$ cat config.mk
export PLATFORM = sky130hd
export DESIGN_NAME = mesf_event_status
export DESIGN_NICKNAME = d
export VERILOG_FILES = /design/src/mesf_pkg.sv /design/src/mesf_event_status.sv /design/src/mesf_seq_detect.sv
export SDC_FILE = /design/constraint.sdc
export NUM_CORES = 1
export LEC_CHECK = 0
export BUFFER_PORTS_ARGS = -buffer_cell sky130_fd_sc_hd__buf_2
export CORE_UTILIZATION = 43
export CTS_CLUSTER_SIZE = 20
export DETAILED_ROUTE_END_ITERATION = 8
export MAX_ROUTING_LAYER = met4
export PLACE_DENSITY = 0.74
export SLEW_MARGIN = 15
export SYNTH_ARGS = -nofsm -noshare
export SYNTH_HDL_FRONTEND = slang
export SYNTH_SLANG_ARGS = --single-unit
$ cat constraint.sdc
create_clock -name clock -period 3.1 [get_ports clock]
set_input_delay 0.62 -clock clock [delete_from_list [all_inputs] [get_ports clock]]
set_output_delay 0.62 -clock clock [all_outputs]
set_load 0.05 [all_outputs]
$ cat src/mesf_pkg.sv
// Package: register map, flag positions and reset values of the event status block
package mesf_pkg;
  localparam int unsigned   MESF_AW        = 8;
  localparam int unsigned   MESF_DW        = 32;
  localparam int unsigned   MESF_NFLAG     = 20;
  // Register word offsets (byte addresses)
  localparam logic [7:0]    MESF_OFF_MASK    = 8'h00;
  localparam logic [7:0]    MESF_OFF_STATUS  = 8'h04;
  localparam logic [7:0]    MESF_OFF_CLEARING_STATUS_VIEW = 8'h08;
  localparam logic [7:0]    MESF_OFF_CONFIG  = 8'h0c;
  localparam logic [7:0]    MESF_OFF_SWRST   = 8'h10;
  // Flag positions
  localparam int unsigned   MESF_B_SAG     = 3;
  localparam int unsigned   MESF_B_ZXTO    = 6;
  localparam int unsigned   MESF_B_ZX      = 9;
  localparam int unsigned   MESF_B_LACC    = 12;
  localparam int unsigned   MESF_B_RESET   = 13;
  localparam int unsigned   MESF_B_PKV     = 14;
  localparam int unsigned   MESF_B_PKI     = 15;
  localparam int unsigned   MESF_B_WFS     = 16;
  localparam int unsigned   MESF_B_REVP    = 17;
  localparam int unsigned   MESF_B_REVQ    = 18;
  localparam int unsigned   MESF_B_SEQ     = 19;
  localparam int unsigned   MESF_FIRST     = 3;
  // Config register fields: phase term select at bits 2:0
  localparam int unsigned   MESF_TERM_LSB  = 0;
  localparam logic [2:0]    MESF_TERM_RST  = 3'h7;
  // Reset values
  localparam logic [19:0]   MESF_STAT_RST  = 20'h02000;
  localparam logic [19:0]   MESF_MASK_RST  = 20'h00000;
  localparam logic [19:0]   MESF_EVT_MASK  = 20'hffff8;
  // Software reset key written to the soft reset register
  localparam logic [31:0]   MESF_SWRST_KEY = 32'h00000001;
  // Phase order tracker states
  typedef enum logic [2:0] {
    MESF_SEQ_IDLE  = 3'b001,
    MESF_SEQ_GOT_A = 3'b010,
    MESF_SEQ_OTHER = 3'b100
  } mesf_seq_t;
endpackage : mesf_pkg

$ cat src/mesf_event_status.sv
// Event status flags, mask, clearing read and open-drain interrupt
//
// Contract
// - Sag on phase A, B, C sets flags 3, 4, 5.
// - Missing zero crossing on phase A, B, C sets flags 6, 7, 8.
// - Rising zero crossing on phase A, B, C sets flags 9, 10, 11.
// - Line accumulation mode end of half-cycle integration sets flag 12.
// - Supply below 4 V reset event sets flag 13, default one.
// - Reset flag reads high in both views for only one cycle.
// - Reset event returns all registers to defaults; software may trigger it.
// - Selected voltage above peak threshold sets flag 14.
// - Selected current above peak threshold sets flag 15.
// - New waveform sample sets flag 16.
// - Active power sign change on a selected phase sets flag 17.
// - Reactive power sign change on a selected phase sets flag 18.
// - Phase A crossing followed by B instead of C sets flag 19.
// - Flags stay high until the clearing view is read, then return to default.
// - Interrupt pin pulled low only for flagged events with mask bit one.
//
// Added by the designer: the register addresses and strobed register access.
`timescale 1ns/1ps
`default_nettype none
module mesf_event_status
  import mesf_pkg::*;
#(
  parameter int unsigned NFLAG = MESF_NFLAG
)(
  input  wire logic                       clock,          // System clock, 125 MHz
  input  wire logic                       rst,            // Async reset, active high
  input  wire logic                       clk_en,         // Freezes all state when low
  input  wire logic [mesf_pkg::MESF_AW-1:0] reg_addr,     // Register byte address
  input  wire logic [mesf_pkg::MESF_DW-1:0] reg_wdata,    // Write data
  input  wire logic                       reg_wr,         // Write strobe
  input  wire logic                       reg_rd,         // Read strobe
  output logic      [mesf_pkg::MESF_DW-1:0] reg_rdata,    // Read data, cycle after strobe
  input  wire logic                       supply_low,     // Supply below 4 V level
  input  wire logic [2:0]                 sag_evt,        // Sag per phase A,B,C
  input  wire logic [2:0]                 zx_timeout_evt, // Missing crossing per phase
  input  wire logic [2:0]                 zx_rise_evt,    // Rising crossing per phase
  input  wire logic                       line_accum_mode,// Line-cycle accumulation mode on
  input  wire logic                       half_cycle_done,// Programmed half cycles done
  input  wire logic                       v_above_peak,   // Selected voltage over threshold
  input  wire logic                       i_above_peak,   // Selected current over threshold
  input  wire logic                       wave_sample_new,// Waveform sample written
  input  wire logic [2:0]                 p_sign_flip,    // Active power sign change per phase
  input  wire logic [2:0]                 q_sign_flip,    // Reactive power sign change per phase
  output logic      [2:0]                 phase_term_select, // Configured phase terms
  output logic                            soft_reset_out, // Pulse to reset the rest of the chip
  output logic                            irq_n_o,        // Interrupt pin output value, always 0
  output logic                            irq_n_oe_n      // Pin enable, low while pulling low
);
  import mesf_pkg::*;

  logic [NFLAG-1:0] status_q;
  logic [NFLAG-1:0] mask_q;
  logic [2:0]       term_q;
  logic             supply_low_q;
  logic             reset_evt_q;
  logic             soft_rst_q;
  logic             seq_err;
  logic [NFLAG-1:0] events;
  logic             clr_rd;
  logic             rd_status;
  logic             wr_mask;
  logic             wr_cfg;
  logic             wr_swrst;
  logic             irq_d;

  function automatic logic hit(input logic [MESF_AW-1:0] a, input logic [MESF_AW-1:0] off);
    hit = (a == off);
  endfunction : hit

  assign clr_rd    = reg_rd && hit(reg_addr, MESF_OFF_CLEARING_STATUS_VIEW);
  assign rd_status = reg_rd && hit(reg_addr, MESF_OFF_STATUS);
  assign wr_mask   = reg_wr && hit(reg_addr, MESF_OFF_MASK);
  assign wr_cfg    = reg_wr && hit(reg_addr, MESF_OFF_CONFIG);
  assign wr_swrst  = reg_wr && hit(reg_addr, MESF_OFF_SWRST) && (reg_wdata == MESF_SWRST_KEY);

  mesf_seq_detect u_seq (
    .clock    (clock),
    .rst      (rst),
    .clk_en   (clk_en),
    .soft_rst (soft_rst_q),
    .zx_a     (zx_rise_evt[0]),
    .zx_b     (zx_rise_evt[1]),
    .zx_c     (zx_rise_evt[2]),
    .seq_err  (seq_err)
  );

  // Event vector in flag layout; bits below 3 stay zero here
  always_comb begin
    events                                  = '0;
    events[MESF_B_SAG  +: 3]                = sag_evt;
    events[MESF_B_ZXTO +: 3]                = zx_timeout_evt;
    events[MESF_B_ZX   +: 3]                = zx_rise_evt;
    events[MESF_B_LACC]                     = line_accum_mode && half_cycle_done;
    events[MESF_B_RESET]                    = reset_evt_q;
    events[MESF_B_PKV]                      = v_above_peak;
    events[MESF_B_PKI]                      = i_above_peak;
    events[MESF_B_WFS]                      = wave_sample_new;
    events[MESF_B_REVP]                     = |(p_sign_flip & term_q);
    events[MESF_B_REVQ]                     = |(q_sign_flip & term_q);
    events[MESF_B_SEQ]                      = seq_err;
  end

  // Supply drop edge becomes a reset event; a software key write does the same
  always_ff @(posedge clock or posedge rst) begin
    if (rst) begin
      supply_low_q <= 1'b0;
      reset_evt_q  <= 1'b0;
      soft_rst_q   <= 1'b0;
    end else if (clk_en) begin
      supply_low_q <= supply_low;
      reset_evt_q  <= (supply_low && !supply_low_q) || wr_swrst;
      soft_rst_q   <= (supply_low && !supply_low_q) || wr_swrst;
    end
  end

  // Sticky flags; set beats the clearing read. The reset flag is a one-cycle level.
  always_ff @(posedge clock or posedge rst) begin
    if (rst) begin
      status_q <= MESF_STAT_RST[NFLAG-1:0];
    end else if (clk_en) begin
      if (soft_rst_q) begin
        status_q <= MESF_STAT_RST[NFLAG-1:0] | (events & MESF_EVT_MASK[NFLAG-1:0]);
      end else if (clr_rd) begin
        status_q <= events & MESF_EVT_MASK[NFLAG-1:0];
      end else begin
        status_q <= (status_q | events) & MESF_EVT_MASK[NFLAG-1:0];
      end
      // Reset flag must not stick past one cycle
      status_q[MESF_B_RESET] <= soft_rst_q || (reset_evt_q && !soft_rst_q);
    end
  end

  // Mask and config registers
  always_ff @(posedge clock or posedge rst) begin
    if (rst) begin
      mask_q <= MESF_MASK_RST[NFLAG-1:0];
      term_q <= MESF_TERM_RST;
    end else if (clk_en) begin
      if (soft_rst_q) begin
        mask_q <= MESF_MASK_RST[NFLAG-1:0];
        term_q <= MESF_TERM_RST;
      end else begin
        if (wr_mask) mask_q <= reg_wdata[NFLAG-1:0];
        if (wr_cfg)  term_q <= reg_wdata[MESF_TERM_LSB +: 3];
      end
    end
  end

  // Read data stands one cycle after the strobe; unmapped reads return zero
  always_ff @(posedge clock or posedge rst) begin
    if (rst) begin
      reg_rdata <= '0;
    end else if (clk_en) begin
      reg_rdata <= '0;
      if (rd_status || clr_rd) begin
        reg_rdata[NFLAG-1:0] <= status_q;
      end else if (reg_rd && hit(reg_addr, MESF_OFF_MASK)) begin
        reg_rdata[NFLAG-1:0] <= mask_q;
      end else if (reg_rd && hit(reg_addr, MESF_OFF_CONFIG)) begin
        reg_rdata[MESF_TERM_LSB +: 3] <= term_q;
      end
    end
  end

  // Interrupt follows the flags held now; the pin enable updates one edge later
  assign irq_d = |(mask_q & status_q & MESF_EVT_MASK[NFLAG-1:0]);

  always_ff @(posedge clock or posedge rst) begin
    if (rst) begin
      irq_n_oe_n        <= 1'b1;
      irq_n_o           <= 1'b0;
      phase_term_select <= MESF_TERM_RST;
      soft_reset_out    <= 1'b0;
    end else if (clk_en) begin
      irq_n_oe_n        <= !irq_d;
      irq_n_o           <= 1'b0;
      phase_term_select <= term_q;
      soft_reset_out    <= soft_rst_q;
    end
  end
endmodule : mesf_event_status
`default_nettype wire

$ cat src/mesf_seq_detect.sv
// Phase order checker: flags A followed by B instead of C
`timescale 1ns/1ps
`default_nettype none
module mesf_seq_detect
  import mesf_pkg::*;
(
  input  wire logic clock,     // System clock
  input  wire logic rst,       // Async reset, active high
  input  wire logic clk_en,    // Freezes state when low
  input  wire logic soft_rst,  // Synchronous return to defaults
  input  wire logic zx_a,      // Phase A crossing pulse
  input  wire logic zx_b,      // Phase B crossing pulse
  input  wire logic zx_c,      // Phase C crossing pulse
  output logic      seq_err    // One-cycle order error pulse
);
  mesf_seq_t state_q;
  mesf_seq_t state_d;
  logic      err_d;

  always_comb begin
    state_d = state_q;
    err_d   = 1'b0;
    case (state_q)
      MESF_SEQ_IDLE: begin
        if (zx_a) state_d = MESF_SEQ_GOT_A;
      end
      MESF_SEQ_GOT_A: begin
        // Only the crossing right after A decides; simultaneous B and C count as C
        if (zx_c) begin
          state_d = zx_a ? MESF_SEQ_GOT_A : MESF_SEQ_OTHER;
        end else if (zx_b) begin
          err_d   = 1'b1;
          state_d = zx_a ? MESF_SEQ_GOT_A : MESF_SEQ_OTHER;
        end
      end
      MESF_SEQ_OTHER: begin
        if (zx_a) state_d = MESF_SEQ_GOT_A;
      end
      default: state_d = MESF_SEQ_IDLE;
    endcase
  end

  always_ff @(posedge clock or posedge rst) begin
    if (rst) begin
      state_q <= MESF_SEQ_IDLE;
      seq_err <= 1'b0;
    end else if (clk_en) begin
      if (soft_rst) begin
        state_q <= MESF_SEQ_IDLE;
        seq_err <= 1'b0;
      end else begin
        state_q <= state_d;
        seq_err <= err_d;
      end
    end
  end
endmodule : mesf_seq_detect
`default_nettype wire

# Word level (Yosys, flattened, before mapping)
# Index checks and enable logic that the tools add are counted.
# Widths: inputs -> output; s select.
# op_classes
n_eq_ne	10
mux	20
bitwise_logic	4
n_reduce_logical	24
# op_table
operator	n
$mux 20	5
$eq 32x1->1 const B	1
$mux 3	9
$and 20x20->20	1
$or 20x20->20	1
$mux 17	1
$reduce_or 17->1	1
$eq 8x4->1 const B	2
$logic_and 1x1->1	10
$eq 8x3->1 const B	1
$eq 8x5->1 const B	1
$logic_not 8->1	1
$and 3x3->3	2
$pmux 3 s2	1
$reduce_or 3->1	2
$mux 1	4
$ne 4x4->1 const B	1
$reduce_and 2->1	2
$reduce_bool 2->1	2
$eq 3x1->1 const B	1
$eq 3x2->1 const B	1
$eq 3x3->1 const B	1
$ne 3x1->1 const B	1
$reduce_and 3->1	1
other kinds (3)	5
# totals
reg_bits	74
input_bits	66
output_inout_bits	38
word_cells	69

# Logic depth before layout (Yosys ltp)
# Gate-level depths: netlist of the first run.
# depth
word_depth	5
mapped_depth	7
ltp_nobuf	4

# Modules after synthesis
# A second synthesis of the first run with hierarchy kept.
# hier_totals
cells_unflattened	303
area_unflattened_um2	3306.9
# by_module_without_submodules
module	n_inst	cells_each	area_per_inst_um2	seq_area_each_um2
mesf_event_status	1	276	3052.9	1686.6
mesf_seq_detect	1	27	254.0	101.3

# Worst setup path before layout of the first run
# Ideal clock, no wire load.
# synth_path
path_kind	input port to flip-flop
start	input port reg_addr[2] (netlist name)
end	register soft_rst_q
setup_time_ns	0.087
arrival_time_ns	1.621
t_required_ns	3.013
slack_ns	1.393
cell_stages	5
cell_sequence	buf_4 > nor2_4 > nand3_1 > or4_1 > o211ai_1
# synth_via
elab_chain_len	4
# synth_rtl
element	line	source
start, declared	mesf_event_status.sv:31	input wire logic [mesf_pkg::MESF_AW-1:0] reg_addr,
$eq 8x5->1	mesf_event_status.sv:70	hit = (a == off);
$logic_and 1x1->1 (2 in a row)	mesf_event_status.sv:77	assign wr_swrst = reg_wr && hit(reg_addr, MESF_OFF_SWRST) && (reg_wdata == MESF_SWRST_KEY);
$logic_or 1x1->1	mesf_event_status.sv:115	soft_rst_q <= (supply_low && !supply_low_q) || wr_swrst;
end signal, assigned	mesf_event_status.sv:115	
end, declared	mesf_event_status.sv:59	logic soft_rst_q;
# No other way between the ends.
# A chain may end at the register's enable or synchronous reset.

# Worst setup path in the final report of the first run
# layout_path
start	input port reg_addr[3] (netlist name)
end	register reg_rdata[0] (netlist name)
# layout_via
elab_chain_len	5
# layout_rtl
element	line	source
$eq 8x4->1	mesf_event_status.sv:70	
$logic_and 1x1->1	mesf_event_status.sv:162	end else if (reg_rd && hit(reg_addr, MESF_OFF_CONFIG)) begin
$mux 3	mesf_event_status.sv:162	
$mux 3	mesf_event_status.sv:160	end else if (reg_rd && hit(reg_addr, MESF_OFF_MASK)) begin
$mux 20 *	mesf_event_status.sv:158	if (rd_status || clr_rd) begin
end signal, assigned by index	mesf_event_status.sv:159	reg_rdata[NFLAG-1:0] <= status_q;
end signal, assigned by index	mesf_event_status.sv:161	reg_rdata[NFLAG-1:0] <= mask_q;
end signal, assigned by index	mesf_event_status.sv:163	reg_rdata[MESF_TERM_LSB +: 3] <= term_q;
end, declared	mesf_event_status.sv:35	output logic [mesf_pkg::MESF_DW-1:0] reg_rdata,
# Every way passes the cells marked *; elsewhere a longest branch is shown, timed or not.

==> results.ini, run 1 <==
[run_status]
outcome = complete, no violations

[worst_setup_path]
worstPathRequired_ns = 3.32
crit_end = reg_rdata[0]
crit_fanout = 20
r2r_cells = 4
crit_arrival_ns = 2.24
regToRegEndpoint = u_seq.state_q[2]
end_kind = register
cp-startpoint = reg_addr[3]
reg2reg_from = u_seq.state_q[2]
reg2reg_slack_ns = 1.53
critPathKind = input pin to register
start_kind = input pin

[synth]
synth-seq-area-share = 0.5100
synth-seq-cells = 71
synth.area.top_cells = dfrtp_1 (44%), a22o_1 (10%), dfstp_2 (6.7%), mux2i_1 (5.1%), o2bb2ai_1 (3.7%)
yosysTopAreaCellShare = 0.4425
yosysTopAreaCell = dfrtp_1
synth_cells = 328
synth_area_um2 = 3506
ys.warnings.count = 0
ys_types = 44
avgSynthCellArea_um2 = 10.69

[pwr]
power.density_nw_per_um2 = 550.8
design_power_total_uw = 2306
ir_drop_v = 0.0003400
leakagePower_uw = 0.001985

[final_layout]
drive_above_1_share = 0.3077
multiInputGateArea_um2 = 1461
regArea_um2 = 1788
areaGrowthSynthToFinish_pct = 19.41
fillCellCount = 700
nets = 477
antenna_cells = 0
design_area_um2 = 4187

[cts]
cts.sinks = 71
path_clk_slew_ns = 0.08
ctsHoldBuffers = 0
htreeDepth = 3
cts_tree = done
cts-buffers-inserted = 9
clock-root-buffer = clkbuf_8
cts_buffer_depth = 2
postCtsSetupBuffers = 0
ctsResizeCount = 0
clk-insertion-delay-late_ns = 0.36

[routing]
via_count = 2884
wl_met1_mm = 4.001
ant_nets = 0
met2_length_mm = 3.909
wire_per_inst_um = 16.51
met3_length_um = 487
drc_errors = 0
dr.max_layer_used = met4
dr.pass1.iters = 4
routed_wl_mm = 8.552
drt_iter0_drc = 221
routed_via_density = 5.568

[global_routing]
antenna_found_initial = 0
grt_pass1_vias = 2774
grt_max_degree = 60
grt_pass1_wl_mm = 14.16
track_usage = 0.2208
overflow = 0

[placement]
place.detailed.hpwl_mm = 6.303
gp_congestion = 0.8464
dpl_cell_area_um2 = 3979
port_buffers = 90

[flow_run]
cap_violations = 0

[min_path]
min_path_type = input pin to asynchronous set/reset pin

[timing]
setup_viol = 0
post-route-period-util = 0.6530
max_freq_mhz = 494.0
drv_slew = 0
relSlewSlack = 0.2952
finalHoldViolations = 0
fin_worst_skew_ns = 0.01009
setup_tns_ns = 0
fin_crit_ns = 2.024
rsz0062_at_grt = false
tightest_slew_ns = 1.055

[floorplanning]
dieWidth_um = 92.30
start_util = 0.4490
coreArea_um2 = 7807
num_rows = 32
die-area_um2 = 8518
pin_count = 104
die_h_um = 92.30

## registers in the layout (all words and copies together), names as in the netlist
register	flops
irq_n_oe_n	1
mask_q	20
phase_term_select	3
reg_rdata	20
soft_reset_out	1
soft_rst_q	1
status_q	17
supply_low_q	1
term_q	3
u_seq.seq_err	1
u_seq.state_q	3
## synthesized netlist by cell type (all sizes together)
cell / count
a22oi: 5
xor2: 2
buf: 31
nand2b: 2
a22o: 41
o21ai: 26
and4: 1
inv: 29
o21a: 1
dfstp: 9
conb: 1
nand3: 20
nand2: 5
nor3: 3
a221oi: 1
mux2: 4
a2bb2oi: 1
dfrtp: 62
o31ai: 1
mux2i: 18
and3: 1
o22ai: 1
a21oi: 5
or3: 2
a222oi: 3
nand3b: 3
a32o: 2
nor4b: 2
clkbuf: 3
nor2: 8
or4: 2
and2: 2
o211ai: 1
o32ai: 1
nor4: 6
nand4: 6
nor2b: 2
o2bb2ai: 15
## routing by layer
metal | vias up | GRT usage
met4 | 0 | 0.09375
met3 | 13 | 0.03120
met5 | - | -
li1 | 1369 | -
met1 | 1385 | 0.3199
met2 | 117 | 0.3103
## critical path, cell delays in order
cell and delay (ns):
buf_2 0.28, nor2b_1 0.88, nor2_1 0.19, nand4_1 0.16, o21ai_0 0.09
## stage by stage
step                      std cells  hold slack [ns]  setup WS (ns)    util
after CTS                       518           0.4021          1.100  0.5362
after global placement          502           0.4801         0.7909  0.5096
after detailed placement        502           0.4861         0.7241  0.5096
after global routing            518           0.4453         0.9246  0.5362
final                           518           0.3805          1.076  0.5362
after floorplan                 340           0.4628         0.6983       -
## worst min-delay path by stage
stage / to / start / cells past startpoint / slack, ns
floorplan: status_q[13] / status_q[13] / 2 / 0.46
global placement: status_q[13] / status_q[13] / 2 / 0.48
detailed placement: irq_n_oe_n / irq_n_oe_n / 2 / 0.49
CTS: reg_rdata[12] / rst / 2 / 0.40
global route: reg_rdata[12] / rst / 2 / 0.45
finish: reg_rdata[12] / rst / 2 / 0.38
## cells in the final DEF (no fill, tap or decap), types with 4 or more instances in the layout
cell type  instances
inv_1             28
mux2i_1           18
dfstp_2            9
nand2_1            5
a22oi_1            5
buf_2             90
nor4_1             5
o2bb2ai_1         15
nand4_1            6
o21ai_0           23
a22o_1            41
dfrtp_1           62
nor2_1             7
nand3_1           20
a21oi_1            5
clkbuf_8          10
mux2_2             4
conb_1            13
## report_power, final
group,switching (uW),internal (uW)
Sequential,98.4,1030
Combinational,252,164
Clock,365,395
## area by class of cell
| type | instances | area share |
|---|---|---|
| Timing Repair Buffer | 94 | 0.1178 |
| Clock inverter | 6 | 0.01674 |
| Sequential cell | 71 | 0.4271 |
| Multi-Input combinational cell | 206 | 0.3491 |
| Inverter | 29 | 0.02600 |
| Clock buffer | 10 | 0.03288 |
| Tap cell | 102 | 0.03048 |
## cell families after synthesis
logic type,after synthesis,synth area share
xor+xnor,2,0.004997
other cells,1,0.001070
buf+inv,63,0.08744
flops,71,0.5100
simple gates,65,0.1064
compound gates,104,0.2259
mux,22,0.06424
Power figures use the tool's default switching activity.
==> run 2, diff against run 1 <==
- PLACE_DENSITY: 0.74 -> 0.77
- clock period: 3.1 -> 1.8 ns (I/O delays scaled with it)
==> run 2 against run 1 <==
Net effect: total power increased by 71%; non-clock buffer count increased by 9; critical path depth shrank 1; worst hold slack worse by 0.13 ns; critical path type is now register to register; highest routed layer unchanged.
==> results.ini, run 2 (synthesis results as in run 1) <==
[pwr]
p_int_uw = 2745  ; was 1590 uW
leakagePower_uw = 0.002039  ; was 0.001985 uW
design_power_total_uw = 3949  ; was 2306 uW
p_comb_frac = 0.190  ; was 0.181
seqPwrFrac = 0.492  ; was 0.489
p_clk_frac = 0.319  ; was 0.330
power.density_nw_per_um2 = 920.9  ; was 550.8 nW/um2
ir_drop_v = 0.0004675  ; was 0.0003400 V
p_sw_frac = 0.3048  ; was 0.3105
p_sw_uw = 1203  ; was 716.0 uW

[global_routing]
grt_pass1_wl_mm = 14.19  ; was 14.16 mm
track_usage = 0.2243  ; was 0.2208
grt_max_degree = 35  ; was 60
antenna_found_initial = 0  ; unchanged
overflow = 0  ; unchanged
grt_pass1_vias = 2873  ; was 2774

[worst_setup_path]
r2r_cells = 4  ; unchanged
cp_slowest_stage_delay_ns = 0.45  ; was 0.88 ns
worstPathRequired_ns = 2.02  ; was 3.32 ns
critPathKind = register to register  ; was input pin to register
crit_chain = nand2b_1 -> or4_1 -> o21ai_1 -> o31ai_1  ; was buf_2 -> nor2b_1 -> nor2_1 -> nand4_1 -> o21ai_0
end_kind = register  ; unchanged
cp.depth = 4  ; was 5
slowest_stage = or4_1  ; was nor2b_1
start_kind = register  ; was input pin
crit_family = simple AND/OR/NAND/NOR gates  ; unchanged
crit_arrival_ns = 1.80  ; was 2.24 ns
path_buf_inv = 0  ; was 1
crit_fanout = 5  ; was 20

[cts]
postCtsSetupBuffers = 0  ; unchanged
cts_tree = done  ; unchanged
ctsHoldBuffers = 1  ; was 0
cts-buffers-inserted = 9  ; unchanged
cts_buffer_depth = 2  ; unchanged
clk-insertion-delay-late_ns = 0.35  ; was 0.36 ns
ctsResizeCount = 0  ; unchanged
htreeDepth = 3  ; unchanged
path_clk_slew_ns = 0.07  ; was 0.08 ns
clock-root-buffer = clkbuf_8  ; unchanged
cts.sinks = 71  ; unchanged

[final_layout]
design_area_um2 = 4288  ; was 4187 um2
most-common-layout-cells = buf_2 (90), dfrtp_1 (62), a22o_1 (41)  ; unchanged
drive_above_1_share = 0.3200  ; was 0.3077
antenna_cells = 0  ; unchanged
final_common_cell = buf_2  ; unchanged
top_regs = mask_q (20), reg_rdata (20), status_q (17)  ; unchanged
areaGrowthSynthToFinish_pct = 22.31  ; was 19.41%
nets = 486  ; was 477

[routing]
drc_errors = 0  ; unchanged
met3_length_um = 698  ; was 487 um
dr.max_layer_used = met4  ; unchanged
routed_wl_mm = 8.723  ; was 8.552 mm
dr.pass1.iters = 6  ; was 4
ant_nets = 0  ; unchanged
wl_met1_mm = 3.791  ; was 4.001 mm
via_count = 2953  ; was 2884
wire_per_inst_um = 16.55  ; was 16.51 um
met2_length_mm = 4.138  ; was 3.909 mm
drt_iter0_drc = 220  ; was 221
routed_via_density = 5.603  ; was 5.568

[timing]
fin_crit_ns = 1.570
relSlewSlack = 0.4906  ; was 0.2952
drv_slew = 0  ; unchanged
setup_tns_ns = 0  ; unchanged
setup_viol = 0  ; unchanged
timing.final.ws_setup_ns = 0.2299  ; was 1.076 ns
finalHoldViolations = 0  ; unchanged
max_freq_mhz = 636.9
fin_worst_skew_ns = 0.007107  ; was 0.01009 ns
whs_ns = 0.2459  ; was 0.3805 ns
rsz0062_at_grt = false  ; unchanged
tightest_slew_ns = 0.7640  ; was 1.055 ns
post-route-period-util = 0.8723

[floorplanning]
pin_count = 104  ; unchanged
die_h_um = 92.30  ; unchanged
die-area_um2 = 8518  ; unchanged
num_rows = 32  ; unchanged
start_util = 0.4490  ; unchanged
dieWidth_um = 92.30  ; unchanged
coreArea_um2 = 7807  ; unchanged

[placement]
dpl_cell_area_um2 = 4080  ; was 3979 um2
place.detailed.hpwl_mm = 6.432  ; was 6.303 mm
port_buffers = 90  ; unchanged
gp_congestion = 0.8012  ; was 0.8464
place_ws_ns = 0.01013  ; was 0.7241 ns

[min_path]
hold_path_depth = 2
min_path_type = input pin to register  ; was input pin to asynchronous set/reset pin

[flow_run]
cap_violations = 0  ; unchanged

[run_status]
outcome = complete, no violations  ; unchanged

-- run 2: cell types whose count changed in the layout (fill, tap and decap cells not counted), sizes merged --
cell         before  now
clkinv            2    3
dlygate4sd3       0    1
inv              29   28
buf              94  102
-- run 2: final cells by class --
| type | instances | area, um2 |
|---|---|---|
| fill | 715 | 3520 |
| sequential | 71 | 1788 |
| multi-input combinational | 206 | 1461 |
| timing repair buffer | 103 | 600.6 |
| clock buffer | 10 | 137.6 |
| tap | 102 | 127.6 |
| inverter | 29 | 112.6 |
| clock inverter | 6 | 60.06 |
-- run 2: metrics by stage --
step / utilization / cells
5_1_grt: 0.5492 / 527
3_3_place_gp: 0.5226 / 510
3_5_place_dp: 0.5226 / 510
2_1_floorplan: - / 340
4_1_cts: 0.5492 / 527
6_report: 0.5492 / 527
-- run 2: final timing paths --
kind | from | end | slack (ns)
max reg2reg | u_seq.state_q[2] | u_seq.state_q[2] | 0.23
min in group asynchronous | rst | status_q[16] | 0.53
max | u_seq.state_q[2] | u_seq.state_q[2] | 0.23
max in group asynchronous | rst | u_seq.state_q[0] | 0.75
min | reg_wdata[5] | mask_q[5] | 0.25
min reg2reg | irq_n_oe_n | irq_n_oe_n | 0.50
-- run 2: power groups by stage --
stage	clock network, uW	logic [uW]	registers [uW]
after floorplan	0	460	2010
after global placement	0	724	1950
after detailed placement	0	747	1960
after CTS	1290	751	1940
after global routing	1350	809	1960
final	1260	749	1940
-- run 2: per-layer routing --
metal | global-route usage | vias up
met2 | 0.3371 | 132
met1 | 0.3039 | 1429
met3 | 0.05665 | 13
met4 | 0.06120 | 0
li1 | - | 1379
met5 | - | -
